--- src/common/twm_pkg.sv ---
`default_nettype none

package twm_pkg;

  // --------------------------------------------------------------------
  // Register map
  // --------------------------------------------------------------------
  localparam int unsigned REG_AW   = 2;
  localparam logic [1:0]  OFF_CTRL = 2'h0;
  localparam logic [1:0]  OFF_STAT = 2'h1;
  localparam logic [1:0]  OFF_DATA = 2'h2;

  // Reset values
  localparam logic [7:0] CTRL_RESET = 8'h00;
  localparam logic [7:0] STAT_RESET = 8'hf8;
  localparam logic [7:0] DATA_RESET = 8'hff;

  // Status field sits above three prescaler bits that read as zero
  localparam int unsigned STAT_LSB      = 3;
  localparam logic [2:0]  PRESCALE_ZERO = 3'h0;

  // --------------------------------------------------------------------
  // Status codes
  // --------------------------------------------------------------------
  localparam logic [7:0] ST_START    = 8'h08;
  localparam logic [7:0] ST_RSTART   = 8'h10;
  localparam logic [7:0] ST_AW_ACK   = 8'h18;
  localparam logic [7:0] ST_AW_NACK  = 8'h20;
  localparam logic [7:0] ST_TX_ACK   = 8'h28;
  localparam logic [7:0] ST_TX_NACK  = 8'h30;
  localparam logic [7:0] ST_ARB_LOST = 8'h38;
  localparam logic [7:0] ST_AR_ACK   = 8'h40;
  localparam logic [7:0] ST_AR_NACK  = 8'h48;
  localparam logic [7:0] ST_RX_ACK   = 8'h50;
  localparam logic [7:0] ST_RX_NACK  = 8'h58;

  // --------------------------------------------------------------------
  // Timing
  // --------------------------------------------------------------------
  localparam int unsigned CLK_NS      = 50;
  localparam int unsigned SCL_HALF_NS = 5000;
  localparam int unsigned BUS_FREE_NS = 4700;
  localparam int unsigned HALF_CYC    = (SCL_HALF_NS + CLK_NS - 1) / CLK_NS;
  localparam int unsigned FREE_CYC    = (BUS_FREE_NS + CLK_NS - 1) / CLK_NS;
  localparam int unsigned SYNC_LEN    = 3;
  localparam logic [3:0]  BIT_ACK     = 4'd8;
  localparam logic [3:0]  BIT_END     = 4'd9;

  // --------------------------------------------------------------------
  // Types
  // --------------------------------------------------------------------
  typedef struct packed {
    logic flag;
    logic ack_enable;
    logic start_request;
    logic stop_request;
    logic write_collision;
    logic iface_enable;
    logic rsvd;
    logic irq_enable;
  } twm_ctrl_t;

  typedef enum logic [3:0] {
    S_IDLE, S_WAIT_FREE, S_START_HOLD, S_SCL_LOW, S_SCL_HIGH, S_WAIT,
    S_LOST, S_STOP_LOW, S_STOP_HIGH, S_STOP_END, S_RS_LOW, S_RS_HIGH
  } twm_state_t;

endpackage : twm_pkg
`default_nettype wire

--- src/core/twm_master_rx.sv ---
// Function
// - START request with interface enabled waits for a free bus, then sends START.
// - After START the flag is set and status reads 0x08.
// - Address read bit selects receiver operation, write bit selects transmitter.
// - Writing one to the flag clears it and lets the bus action go on.
// - The interface only operates while the enable bit is one.
// - After the read address and its acknowledge, flag set with 0x38, 0x40 or 0x48.
// - Prescaler bits of status read zero so codes compare directly.
// - Each received byte is in the data register when the flag rises.
// - Flag plus stop request sends a STOP on the bus.
// - Flag plus start request sends a repeated START, status 0x10.
// - After repeated START any slave may be addressed in either direction.
// - In 0x10 a loaded read or write address is sent, choosing the mode.
// - Arbitration loss gives 0x38; clear releases bus or restarts when free.
// - In 0x40 or 0x50 clearing receives a byte, ACK per ack enable.
// - Byte received with ACK returned reports 0x50.
// - In 0x48 only repeated START, STOP or STOP then START is accepted.
// - In 0x58 byte is readable, then repeated START, STOP or both.
// - Start and stop together send STOP then START; stop bit self-clears.
// - Data write while flag is low is dropped and sets write collision.
`timescale 1ns/1ps
`default_nettype none

module twm_master_rx
  import twm_pkg::*;
#(
  parameter int unsigned HALF_CYCLES = twm_pkg::HALF_CYC,
  parameter int unsigned FREE_CYCLES = twm_pkg::FREE_CYC
) (
  // Clock and reset
  input  wire logic                      MCLK,
  input  wire logic                      RESET_N,
  // Register port
  input  wire logic [twm_pkg::REG_AW-1:0] ADDR,
  input  wire logic [7:0]                WDATA,
  input  wire logic                      WR,
  input  wire logic                      RD,
  output logic      [7:0]                RDATA,
  // Two-wire bus, open drain
  input  wire logic                      SCL_IN,
  output logic                           SCL_OUT,
  output logic                           SCL_OE,
  input  wire logic                      SDA_IN,
  output logic                           SDA_OUT,
  output logic                           SDA_OE,
  // Interrupt request
  output logic                           IRQ
);
  import twm_pkg::*;

  // --------------------------------------------------------------------
  // Parameter checks
  // --------------------------------------------------------------------
  if (HALF_CYCLES < 4 || HALF_CYCLES > 255) begin : g_bad_half
    $error("HALF_CYCLES must lie in 4..255");
  end
  if (FREE_CYCLES < 1 || FREE_CYCLES > 255) begin : g_bad_free
    $error("FREE_CYCLES must lie in 1..255");
  end

  localparam logic [7:0] HALF    = 8'(HALF_CYCLES);
  localparam logic [7:0] QUARTER = 8'(HALF_CYCLES / 2);
  localparam logic [7:0] FREE    = 8'(FREE_CYCLES);

  // --------------------------------------------------------------------
  // State
  // --------------------------------------------------------------------
  twm_ctrl_t   ctrl;
  logic [7:0]  status;
  logic [7:0]  data;
  twm_state_t  state;
  twm_state_t  next_state;
  logic [7:0]  tmr;
  logic [7:0]  next_tmr;
  logic [3:0]  bitc;
  logic [3:0]  next_bitc;
  logic [7:0]  sh;
  logic [7:0]  next_sh;
  logic [7:0]  pend;
  logic [7:0]  next_pend;
  logic        rd_mode;
  logic        next_rd_mode;
  logic        addr_ph;
  logic        next_addr_ph;
  logic        rs;
  logic        next_rs;
  logic        scl_drv;
  logic        next_scl_drv;
  logic        sda_drv;
  logic        next_sda_drv;
  logic        set_flag;
  logic        rx_cap;
  logic        clr_stop;
  logic [SYNC_LEN-1:0] scl_q;
  logic [SYNC_LEN-1:0] sda_q;
  logic        scl_s;
  logic        sda_s;
  logic [7:0]  free_cnt;

  // --------------------------------------------------------------------
  // Register decode
  // --------------------------------------------------------------------
  twm_ctrl_t   wr_c;
  wire         wr_ctrl  = WR && (ADDR == OFF_CTRL);
  wire         wr_data  = WR && (ADDR == OFF_DATA);
  assign wr_c = twm_ctrl_t'(WDATA);
  // Clearing the flag is the go signal for the bus engine
  wire         go       = wr_ctrl && wr_c.flag && wr_c.iface_enable;
  wire         bus_free = (free_cnt == FREE);
  wire         tx       = addr_ph || !rd_mode;
  wire         tmr_done = (tmr == 8'h00);
  wire         quarter  = (tmr == QUARTER);
  wire [7:0]   rd_stat  = {status[7:STAT_LSB], PRESCALE_ZERO};
  wire [7:0]   rd_mux   = (ADDR == OFF_CTRL) ? ctrl :
                          (ADDR == OFF_STAT) ? rd_stat :
                          (ADDR == OFF_DATA) ? data : 8'h00;

  // Transmitter status codes that continue with a plain clear by sending the data byte
  function automatic logic is_tx_stat(input logic [7:0] s);
    is_tx_stat = (s == ST_AW_ACK) || (s == ST_AW_NACK) ||
                 (s == ST_TX_ACK) || (s == ST_TX_NACK);
  endfunction : is_tx_stat

  // SDA pull-down wanted for the current bit slot
  function automatic logic drive_low(input logic [3:0] b, input logic t,
                                     input logic msb, input logic ae);
    if (b < BIT_ACK) begin
      drive_low = t && !msb;
    end else if (b == BIT_ACK) begin
      drive_low = !t && ae;
    end else begin
      drive_low = 1'b0;
    end
  endfunction : drive_low

  // --------------------------------------------------------------------
  // Input synchronisers and bus-free timer
  // --------------------------------------------------------------------
  // Three stages; the level moves only when stages two and three agree
  always_ff @(posedge MCLK or negedge RESET_N) begin
    if (!RESET_N) begin
      scl_q <= '1;
      sda_q <= '1;
      scl_s <= 1'b1;
      sda_s <= 1'b1;
    end else begin
      scl_q <= {scl_q[SYNC_LEN-2:0], SCL_IN};
      sda_q <= {sda_q[SYNC_LEN-2:0], SDA_IN};
      if (scl_q[1] == scl_q[2]) scl_s <= scl_q[2];
      if (sda_q[1] == sda_q[2]) sda_s <= sda_q[2];
    end
  end

  // Both lines high long enough means nobody owns the bus
  always_ff @(posedge MCLK or negedge RESET_N) begin
    if (!RESET_N) begin
      free_cnt <= 8'h00;
    end else if (!(scl_s && sda_s)) begin
      free_cnt <= 8'h00;
    end else if (!bus_free) begin
      free_cnt <= free_cnt + 8'h01;
    end
  end

  // --------------------------------------------------------------------
  // Bus engine
  // --------------------------------------------------------------------
  // One half SCL period per phase; data changes at the quarter point so
  // SDA never moves near an SCL edge and no false START/STOP appears.
  always_comb begin
    next_state   = state;
    next_tmr     = tmr_done ? 8'h00 : tmr - 8'h01;
    next_bitc    = bitc;
    next_sh      = sh;
    next_pend    = pend;
    next_rd_mode = rd_mode;
    next_addr_ph = addr_ph;
    next_rs      = rs;
    next_scl_drv = scl_drv;
    next_sda_drv = sda_drv;
    set_flag     = 1'b0;
    rx_cap       = 1'b0;
    clr_stop     = 1'b0;
    case (state)
      S_IDLE: begin
        next_scl_drv = 1'b0;
        next_sda_drv = 1'b0;
        if (go && wr_c.start_request) begin
          next_rs    = 1'b0;
          next_state = S_WAIT_FREE;
        end
      end
      S_WAIT_FREE: begin
        if (bus_free) begin
          next_sda_drv = 1'b1;
          next_tmr     = HALF;
          next_state   = S_START_HOLD;
        end
      end
      S_START_HOLD: begin
        if (tmr_done) begin
          next_pend    = rs ? ST_RSTART : ST_START;
          next_rs      = 1'b1;
          next_bitc    = BIT_END;
          next_scl_drv = 1'b1;
          next_tmr     = HALF;
          next_state   = S_SCL_LOW;
        end
      end
      S_SCL_LOW: begin
        if (quarter) begin
          next_sda_drv = drive_low(bitc, tx, sh[7], ctrl.ack_enable);
        end
        if (tmr_done) begin
          if (bitc == BIT_END) begin
            set_flag   = 1'b1;
            next_state = S_WAIT;
          end else begin
            next_scl_drv = 1'b0;
            next_tmr     = HALF;
            next_state   = S_SCL_HIGH;
          end
        end
      end
      S_SCL_HIGH: begin
        if (!scl_s) begin
          next_tmr = HALF; // Slave stretches the clock
        end else if (tmr_done) begin
          next_sh = {sh[6:0], sda_s};
          if ((bitc < BIT_ACK && tx && sh[7] && !sda_s) ||
              (bitc == BIT_ACK && !tx && !ctrl.ack_enable && !sda_s)) begin
            next_pend    = ST_ARB_LOST;
            next_scl_drv = 1'b0;
            next_sda_drv = 1'b0;
            set_flag     = 1'b1;
            next_state   = S_LOST;
          end else begin
            rx_cap       = (bitc == 4'd7) && !tx;
            next_bitc    = (bitc == BIT_ACK) ? BIT_END : bitc + 4'd1;
            if (bitc == BIT_ACK) begin
              if (addr_ph) begin
                next_pend = rd_mode ? (sda_s ? ST_AR_NACK : ST_AR_ACK)
                                    : (sda_s ? ST_AW_NACK : ST_AW_ACK);
              end else if (tx) begin
                next_pend = sda_s ? ST_TX_NACK : ST_TX_ACK;
              end else begin
                next_pend = ctrl.ack_enable ? ST_RX_ACK : ST_RX_NACK;
              end
            end
            next_scl_drv = 1'b1;
            next_tmr     = HALF;
            next_state   = S_SCL_LOW;
          end
        end
      end
      S_WAIT: begin
        // SCL held low until software clears the flag
        if (go) begin
          next_tmr = HALF;
          if (wr_c.stop_request) begin
            next_state = S_STOP_LOW;
          end else if (wr_c.start_request) begin
            next_state = S_RS_LOW;
          end else if (status == ST_START || status == ST_RSTART) begin
            next_sh      = data;
            next_rd_mode = data[0];
            next_addr_ph = 1'b1;
            next_bitc    = 4'd0;
            next_state   = S_SCL_LOW;
          end else if (status == ST_AR_ACK || status == ST_RX_ACK) begin
            next_addr_ph = 1'b0;
            next_bitc    = 4'd0;
            next_state   = S_SCL_LOW;
          end else if (is_tx_stat(status)) begin
            next_sh      = data;
            next_addr_ph = 1'b0;
            next_bitc    = 4'd0;
            next_state   = S_SCL_LOW;
          end else begin
            next_pend = status;
            set_flag  = 1'b1;
          end
        end
      end
      S_LOST: begin
        next_scl_drv = 1'b0;
        next_sda_drv = 1'b0;
        if (go) begin
          next_rs    = 1'b0;
          next_state = wr_c.start_request ? S_WAIT_FREE : S_IDLE;
        end
      end
      S_STOP_LOW: begin
        if (quarter) next_sda_drv = 1'b1;
        if (tmr_done) begin
          next_scl_drv = 1'b0;
          next_tmr     = HALF;
          next_state   = S_STOP_HIGH;
        end
      end
      S_STOP_HIGH: begin
        if (!scl_s) begin
          next_tmr = HALF;
        end else if (tmr_done) begin
          next_sda_drv = 1'b0;
          clr_stop     = 1'b1;
          next_tmr     = HALF;
          next_state   = S_STOP_END;
        end
      end
      S_STOP_END: begin
        if (tmr_done) begin
          next_rs    = 1'b0;
          next_state = ctrl.start_request ? S_WAIT_FREE : S_IDLE;
        end
      end
      S_RS_LOW: begin
        if (quarter) next_sda_drv = 1'b0;
        if (tmr_done) begin
          next_scl_drv = 1'b0;
          next_tmr     = HALF;
          next_state   = S_RS_HIGH;
        end
      end
      S_RS_HIGH: begin
        if (!scl_s) begin
          next_tmr = HALF;
        end else if (tmr_done) begin
          next_sda_drv = 1'b1;
          next_tmr     = HALF;
          next_state   = S_START_HOLD;
        end
      end
      default: begin
        next_state = S_IDLE;
      end
    endcase
  end

  // Engine registers; disabling the interface drops back to idle
  always_ff @(posedge MCLK or negedge RESET_N) begin
    if (!RESET_N) begin
      state   <= S_IDLE;
      tmr     <= 8'h00;
      bitc    <= 4'd0;
      sh      <= 8'h00;
      pend    <= STAT_RESET;
      rd_mode <= 1'b0;
      addr_ph <= 1'b0;
      rs      <= 1'b0;
      scl_drv <= 1'b0;
      sda_drv <= 1'b0;
    end else if (!ctrl.iface_enable && !go) begin
      // A go write that also turns the interface on must not be lost
      state   <= S_IDLE;
      scl_drv <= 1'b0;
      sda_drv <= 1'b0;
      rs      <= 1'b0;
    end else begin
      state   <= next_state;
      tmr     <= next_tmr;
      bitc    <= next_bitc;
      sh      <= next_sh;
      pend    <= next_pend;
      rd_mode <= next_rd_mode;
      addr_ph <= next_addr_ph;
      rs      <= next_rs;
      scl_drv <= next_scl_drv;
      sda_drv <= next_sda_drv;
    end
  end

  // --------------------------------------------------------------------
  // Software registers
  // --------------------------------------------------------------------
  // Control: hardware set of the flag wins over a clear in the same cycle
  always_ff @(posedge MCLK or negedge RESET_N) begin
    if (!RESET_N) begin
      ctrl <= twm_ctrl_t'(CTRL_RESET);
    end else begin
      if (wr_ctrl) begin
        ctrl.ack_enable    <= wr_c.ack_enable;
        ctrl.start_request <= wr_c.start_request;
        ctrl.iface_enable  <= wr_c.iface_enable;
        ctrl.irq_enable    <= wr_c.irq_enable;
      end
      if (wr_ctrl) begin
        ctrl.stop_request <= wr_c.stop_request;
      end else if (clr_stop) begin
        ctrl.stop_request <= 1'b0;
      end
      if (set_flag && ctrl.iface_enable) begin
        ctrl.flag <= 1'b1;
      end else if (wr_ctrl && wr_c.flag) begin
        ctrl.flag <= 1'b0;
      end
      if (wr_data && !ctrl.flag) begin
        ctrl.write_collision <= 1'b1;
      end else if (wr_data) begin
        ctrl.write_collision <= 1'b0;
      end
      ctrl.rsvd <= 1'b0;
    end
  end

  // Status follows each flag rise; data loads from software or the bus
  always_ff @(posedge MCLK or negedge RESET_N) begin
    if (!RESET_N) begin
      status <= STAT_RESET;
      data   <= DATA_RESET;
    end else begin
      if (set_flag && ctrl.iface_enable) status <= next_pend;
      if (rx_cap && ctrl.iface_enable) begin
        data <= {sh[6:0], sda_s};
      end else if (wr_data && ctrl.flag) begin
        data <= WDATA;
      end
    end
  end

  // --------------------------------------------------------------------
  // Outputs
  // --------------------------------------------------------------------
  // All outputs registered; pins are open drain so the level is always 0
  always_ff @(posedge MCLK or negedge RESET_N) begin
    if (!RESET_N) begin
      RDATA   <= 8'h00;
      SCL_OUT <= 1'b0;
      SDA_OUT <= 1'b0;
      SCL_OE  <= 1'b0;
      SDA_OE  <= 1'b0;
      IRQ     <= 1'b0;
    end else begin
      RDATA   <= RD ? rd_mux : 8'h00;
      SCL_OUT <= 1'b0;
      SDA_OUT <= 1'b0;
      SCL_OE  <= scl_drv;
      SDA_OE  <= sda_drv;
      IRQ     <= ctrl.flag && ctrl.irq_enable;
    end
  end

endmodule : twm_master_rx
`default_nettype wire

--- config.mk ---
export PLATFORM = sky130hd
export DESIGN_NAME = twm_master_rx
export DESIGN_NICKNAME = d
export VERILOG_FILES = /design/src/common/twm_pkg.sv /design/src/core/twm_master_rx.sv
export SDC_FILE = /design/constraint.sdc
export NUM_CORES = 1
export LEC_CHECK = 0
export BUFFER_PORTS_ARGS = -buffer_cell sky130_fd_sc_hd__buf_2
export CELL_PAD_IN_SITES_DETAIL_PLACEMENT = 1
export CELL_PAD_IN_SITES_GLOBAL_PLACEMENT = 2
export CORE_MARGIN = 5
export CORE_UTILIZATION = 42
export CTS_CLUSTER_DIAMETER = 100
export DETAILED_ROUTE_END_ITERATION = 7
export HOLD_SLACK_MARGIN = 0.05
export PLACE_DENSITY = 0.93
export SYNTH_ARGS = -nofsm -noshare
export SYNTH_HDL_FRONTEND = slang
export SYNTH_SLANG_ARGS = --single-unit
--- constraint.sdc ---
create_clock -name MCLK -period 6.48 [get_ports MCLK]
set_clock_uncertainty 0.05 [all_clocks]
set_input_delay 0.324 -clock MCLK [delete_from_list [all_inputs] [get_ports MCLK]]
set_output_delay 0.324 -clock MCLK [all_outputs]
set_load 0.02 [all_outputs]
# Yosys cells after proc, flatten, opt, wreduce, memory -nomap -nowiden
# Cells that the tools add are included.
# W data, S select, Z words.
dict set report totals {
  output_inout_bits 13
  elab_cells 296
  regBits 87
  input_bits 16
}
dict set report classes {
  n_mux 139
  order_cmp 1
  addsub 3
  n_eq_ne 61
  reduce_logical 61
  bitwise_logic 3
}
# operator count
set ops {}
lappend ops {{$mux W8} 37}
lappend ops {{$mux W4} 33}
lappend ops {{$ne A3 B3 Y1 const B} 22}
lappend ops {{$mux W1} 53}
lappend ops {{$pmux W4 S12} 1}
lappend ops {{$pmux W8 S6} 1}
lappend ops {{$eq A8 B6 Y1 const B} 4}
lappend ops {{$eq A4 B4 Y1 const B} 6}
lappend ops {{$eq A8 B7 Y1 const B} 3}
lappend ops {{$pmux W8 S3} 1}
lappend ops {{$logic_and A1 B1 Y1} 21}
lappend ops {{$mux W7} 3}
lappend ops {{$eq A4 B3 Y1 const B} 5}
lappend ops {{$eq A8 B5 Y1 const B} 2}
lappend ops {{$ne A2 B2 Y1 const B} 8}
lappend ops {{$pmux W8 S2} 1}
lappend ops {{$reduce_and A16 Y1} 1}
lappend ops {{$pmux W4 S3} 1}
lappend ops {{$reduce_and A12 Y1} 1}
lappend ops {{$reduce_and A6 Y1} 2}
lappend ops {{$mux W5} 2}
lappend ops {{$reduce_and A10 Y1} 1}
lappend ops {{$reduce_bool A2 Y1} 5}
lappend ops {{$reduce_and A9 Y1} 1}
lappend ops {{other kinds (33)} 53}

# Depth between registers and ports, before layout
dict set report depth {
  word_depth 13
  ltp_mapped 11
  depth_no_buf 8
}

# Least setup slack after synthesis
# No wires, ideal clock.
dict set report synth_timing {
  kind {reg-to-reg}
  start {register tmr[0]}
  end {register state[1]}
  synth_period_minus_slack_ns 2.273
  required_ns 6.304
  t_arrival_ns 2.097
  stages_incl_launch_ff 9
  setup_time_ns 0.126
  path_buffers 0
  path_slack_ns 4.207
  path_cell_list {dfrtp_1 inv_1 ha_1 nor3b_2 nand3_1 nand2_1 and4_1 o21ai_2 a221o_1}
}
dict set report synth_via {
  elab_chain_len 3
  elab_cells_between_ends 10
  classes_between {eq/ne (8); reduce/logical (2)}
}
# element line
set synth_lines {}
lappend synth_lines {{start, declared} twm_master_rx.sv:73} ;# logic [7:0] tmr;
lappend synth_lines {{start signal, assigned} twm_master_rx.sv:361} ;# tmr <= next_tmr;
lappend synth_lines {{$logic_not A8 Y1 (*)} twm_master_rx.sv:111} ;# wire tmr_done = (tmr == 8'h00);
lappend synth_lines {{$ne A3 B3 Y1 (no source line)} -}
lappend synth_lines {{$reduce_and A16 Y1 (no source line) (*)} -}
lappend synth_lines {{end signal, assigned} twm_master_rx.sv:360} ;# state <= next_state;
lappend synth_lines {{end, declared} twm_master_rx.sv:71} ;# twm_state_t state;
# Mark *: on every way between the ends. The rest lies on a longest branch, timed or not.
# A chain may end at the register's enable or synchronous reset.

# Worst setup path after layout
dict set report layout_timing {
  start {register state[2]}
  end {register status[7]}
}
dict set report layout_via {
  elab_chain_len 3
  elab_cells_between_ends 7
  classes_between {eq/ne (4); mux (2); reduce/logical (1)}
}
# element line
set layout_lines {}
lappend layout_lines {{$eq A4 B3 Y1 / $eq A4 B2 Y1 (equally long branches)} twm_master_rx.sv:184} ;# case (state)
lappend layout_lines {{$pmux W1 S3} twm_master_rx.sv:184}
lappend layout_lines {{$logic_and A1 B1 Y1} twm_master_rx.sv:412} ;# if (set_flag && ctrl.iface_enable) status <= next_pend;
lappend layout_lines {{end signal, assigned} twm_master_rx.sv:412}
lappend layout_lines {{end, declared} twm_master_rx.sv:69} ;# logic [7:0] status;
# Parallel ways exist; a longest one is shown, timed or not.

==> impl_metrics.sql <==
INSERT INTO impl_metrics (metric_group, metric, value, unit) VALUES
('timing', 'setup-tns-final', '0', 'ns'),
('clock_tree', 'clk_pin_slew', '0.06', 'ns'),
('critical_path', 'critPathLaunchType', 'register', ''),
('critical_path', 'critPathTopFamily', 'simple AND/OR/NAND/NOR gates', ''),
('critical_path', 'timing.critical_path.arrival', '3.28', 'ns'),
('yosys', 'synthDominantCellAreaShare', '30.1', '%'),
('global_route', 'grt_use_met3', '4.29', '%'),
('yosys', 'syn_area_per_cell', '9.29', 'um^2'),
('floorplanning', 'floorplan.die.height', '120', 'um'),
('power_and_ir_drop', 'pwr_density_cell', '320', 'nW/um^2'),
('final_layout', 'flow.area_growth_from_synthesis', '11.6', '%'),
('yosys', 'ys_ff_latch', '87', ''),
('global_route', 'grt_busiest_layer', 'met2', ''),
('yosys', 'synth_edf_count', '0', ''),
('critical_path', 'timing.critical_path.slowest_stage_cell', 'dfrtp_1', ''),
('power_and_ir_drop', 'power.leakage', '2.39', 'nW'),
('clock_tree', 'cts.root.buffer_cell', 'clkbuf_16', ''),
('floorplanning', 'ioPinCount', '29', ''),
('critical_path', 'critical_path_cell_by_cell', 'nor4bb_4 > buf_4 > nand4_1 > nor2_2 > o31ai_1 > a31o_2 > o21ai_1', ''),
('global_route', 'met1_usage', '27.2', '%'),
('timing', 'slew-limit-headroom', '33.7', '%'),
('final_layout', 'core_occupancy_in_the_finished_layout', '47.5', '%'),
('final_layout', 'post_route_cells_drive_above_1_share', '17.7', '%'),
('clock_tree', 'clock_tree.buffer_depth', '2', ''),
('timing', 'max_freq', '327', 'MHz'),
('yosys', 'netlist_top_cells_area', 'dfrtp_1 30%, dfstp_2 13%, mux2i_1 4.7%', ''),
('worst_hold_path', 'hold-path-cell-count', '2', ''),
('global_route', 'groute.usage.overall', '20.7', '%'),
('global_route', 'first_pass_grt_wire_length', '23600', 'um'),
('clock_tree', 'clock_sinks', '87', ''),
('worst_hold_path', 'holdCritStartpoint', 'WR', ''),
('final_layout', 'num_antenna_cells', '0', ''),
('floorplanning', 'initial_core_util', '42.6', '%'),
('detailed_routing', 'routed-via-count', '4260', ''),
('clock_tree', 'cts-buffers-inserted', '9', ''),
('yosys', 'synth_xor_xnor_area_share', '1.38', '%'),
('yosys', 'post-synth-top-area-cell', 'dfrtp_1', ''),
('timing', 'max_slew.worst_pin.slew', '0.994', 'ns'),
('yosys', 'ys_dominant_reg_cell', 'dfrtp_1', ''),
('critical_path', 'path_buf_inv', '1', ''),
('yosys', 'yosys-mux-area-fraction', '5.84', '%'),
('detailed_routing', 'drcViolationCount', '0', ''),
('floorplanning', 'die-area', '14400', 'um^2'),
('timing', 'timing.final.crit_period', '3.05', 'ns'),
('floorplanning', 'row_count', '40', ''),
('yosys', 'yosysSeqAreaShare', '43.6', '%'),
('global_route', 'antenna_found_initial', '0', ''),
('placed_design', 'portBuffers', '26', ''),
('global_route', 'grt-ovfl-total', '0', ''),
('critical_path', 'timing.critical_path.fanout_max', '28', ''),
('clock_tree', 'tritoncts_clock_tree', 'done', ''),
('detailed_routing', 'drt-vias-per-instance', '5.99', ''),
('global_route', 'number_of_global_route_vias_before_repair', '4385', ''),
('status', 'status', 'completed', ''),
('global_route', 'grt_start_max_net_pins', '45', ''),
('critical_path', 'worst_flop_to_flop_path_endpoint', 'status[7]', ''),
('critical_path', 'critPathRequiredTime', '6.71', 'ns'),
('power_and_ir_drop', 'peakVddDrop', '0.000185', 'V'),
('detailed_routing', 'routed_wire_length_per_instance', '20.3', 'um'),
('timing', 'share_of_the_clock_period_used_by_the_worst_path_after_layout', '47.1', '%'),
('global_route', 'globalRouteMet2Util', '34.1', '%'),
('yosys', 'synth-adder-area-share', '2.61', '%'),
('yosys', 'compound_cell_area_share_of_the_yosys_netlist', '19.4', '%'),
('floorplanning', 'fp.coreArea', '11900', 'um^2'),
('run', 'max_cap_violations', '0', ''),
('critical_path', 'end_kind', 'register', ''),
('worst_hold_path', 'classification_of_the_worst_slack_hold_path', 'primary input to register', ''),
('timing', 'slew_violations', '0', ''),
('yosys', 'yosys_warnings', '0', ''),
('yosys', 'mappedNetlistArea', '5070', 'um^2'),
('clock_tree', 'cts_repair_resize_count', '0', '');
[worst max-delay path by stage]
stage	startpoint	endpoint	slack [ns]	cells past startpoint
2_1_floorplan	tmr[0]	state[1]	4.21	8
3_3_place_gp	state[2]	status[7]	3.64	7
3_5_place_dp	state[2]	status[7]	3.46	7
4_1_cts	state[2]	status[7]	3.44	7
5_1_grt	state[2]	status[7]	3.22	7
6_report	state[2]	status[7]	3.43	7
[through the flow]
step	instances	setup slack [ns]	power (mW)	hold slack (ns)	area [um^2]
after global placement	692	3.64	1.18	0.296	5280
final	711	3.43	1.81	0.165	5660
after CTS	711	3.44	1.82	0.157	5660
after floorplan	547	4.21	1.05	-0.0216	5080
after detailed placement	692	3.46	1.20	0.297	5280
after global routing	711	3.22	1.91	0.162	5660
[where the power goes]
part | total, mW | switching, mW | internal (mW) | leakage [nW]
Combinational | 0.465 | 0.277 | 0.188 | 1.16
Clock | 0.609 | 0.221 | 0.388 | 0.166
Sequential | 0.736 | 0.118 | 0.617 | 1.07
Total | 1.81 | 0.617 | 1.19 | 2.39
[flip-flops by register name (all words and copies together), names as in the netlist, 7 cells and up]
signal	flops
free_cnt	8
ctrl	7
pend	8
data	8
status	8
tmr	8
sh	8
RDATA	8
[synth_stat cells, types with 10 or more instances]
| cell | count |
|---|---|
| and2_1 | 10 |
| dfrtp_1 | 61 |
| dfstp_2 | 26 |
| a21oi_1 | 36 |
| inv_1 | 19 |
| nor3_1 | 12 |
| nand3_1 | 12 |
| mux2i_1 | 24 |
| nand4_1 | 11 |
| clkbuf_1 | 16 |
| nand2_1 | 62 |
| buf_2 | 11 |
| nor2_1 | 42 |
| o21ai_0 | 40 |
[cell usage in the layout (no fill, tap or decap), types with 10 or more instances in the layout]
cell	count
nor2_1	42
nor3_1	12
nand4_1	11
mux2i_1	24
nand2_1	62
and2_1	10
o21ai_0	40
dfstp_2	26
inv_1	19
a21oi_1	36
nand3_1	12
buf_2	25
dfrtp_1	61
[layout make-up]
class	count	area (um^2)	share of cell area [%]
inverter	19	71.3	1.26
tap	147	184	3.25
timing repair buffer	33	193	3.40
multi-input combinational	409	2660	46.9
sequential	87	2210	39.0
clock inverter	5	106	1.88
clock buffer	11	243	4.29
[layer usage]
metal / vias to the layer above / wire (um)
met2: 93 / 7030
met4: 0 / 252
li1: 2004 / -
met5: - / 0
met3: 22 / 624
met1: 2141 / 6540
[cell families (layout without fill, tap and decap cells)]
kind of cell               after synthesis  in the layout
DFF                                     87             87
and+or+nand+nor                        210            210
AOI/OAI and AO/OA                      149            149
other                                    1              2
adders and majority gates               11             11
muxes                                   29             29
xor gates and xnor gates                 8              8
buffers and inverters                   51             68
[repair_timing]
action / in CTS / in global routing
setup buffers: 0 / 0
setup endpoints to repair: 0 / 0
hold buffers: 3 / 0
hold endpoints to repair: 33 / 0
Note: power is estimated with default switching activity, not from simulation.
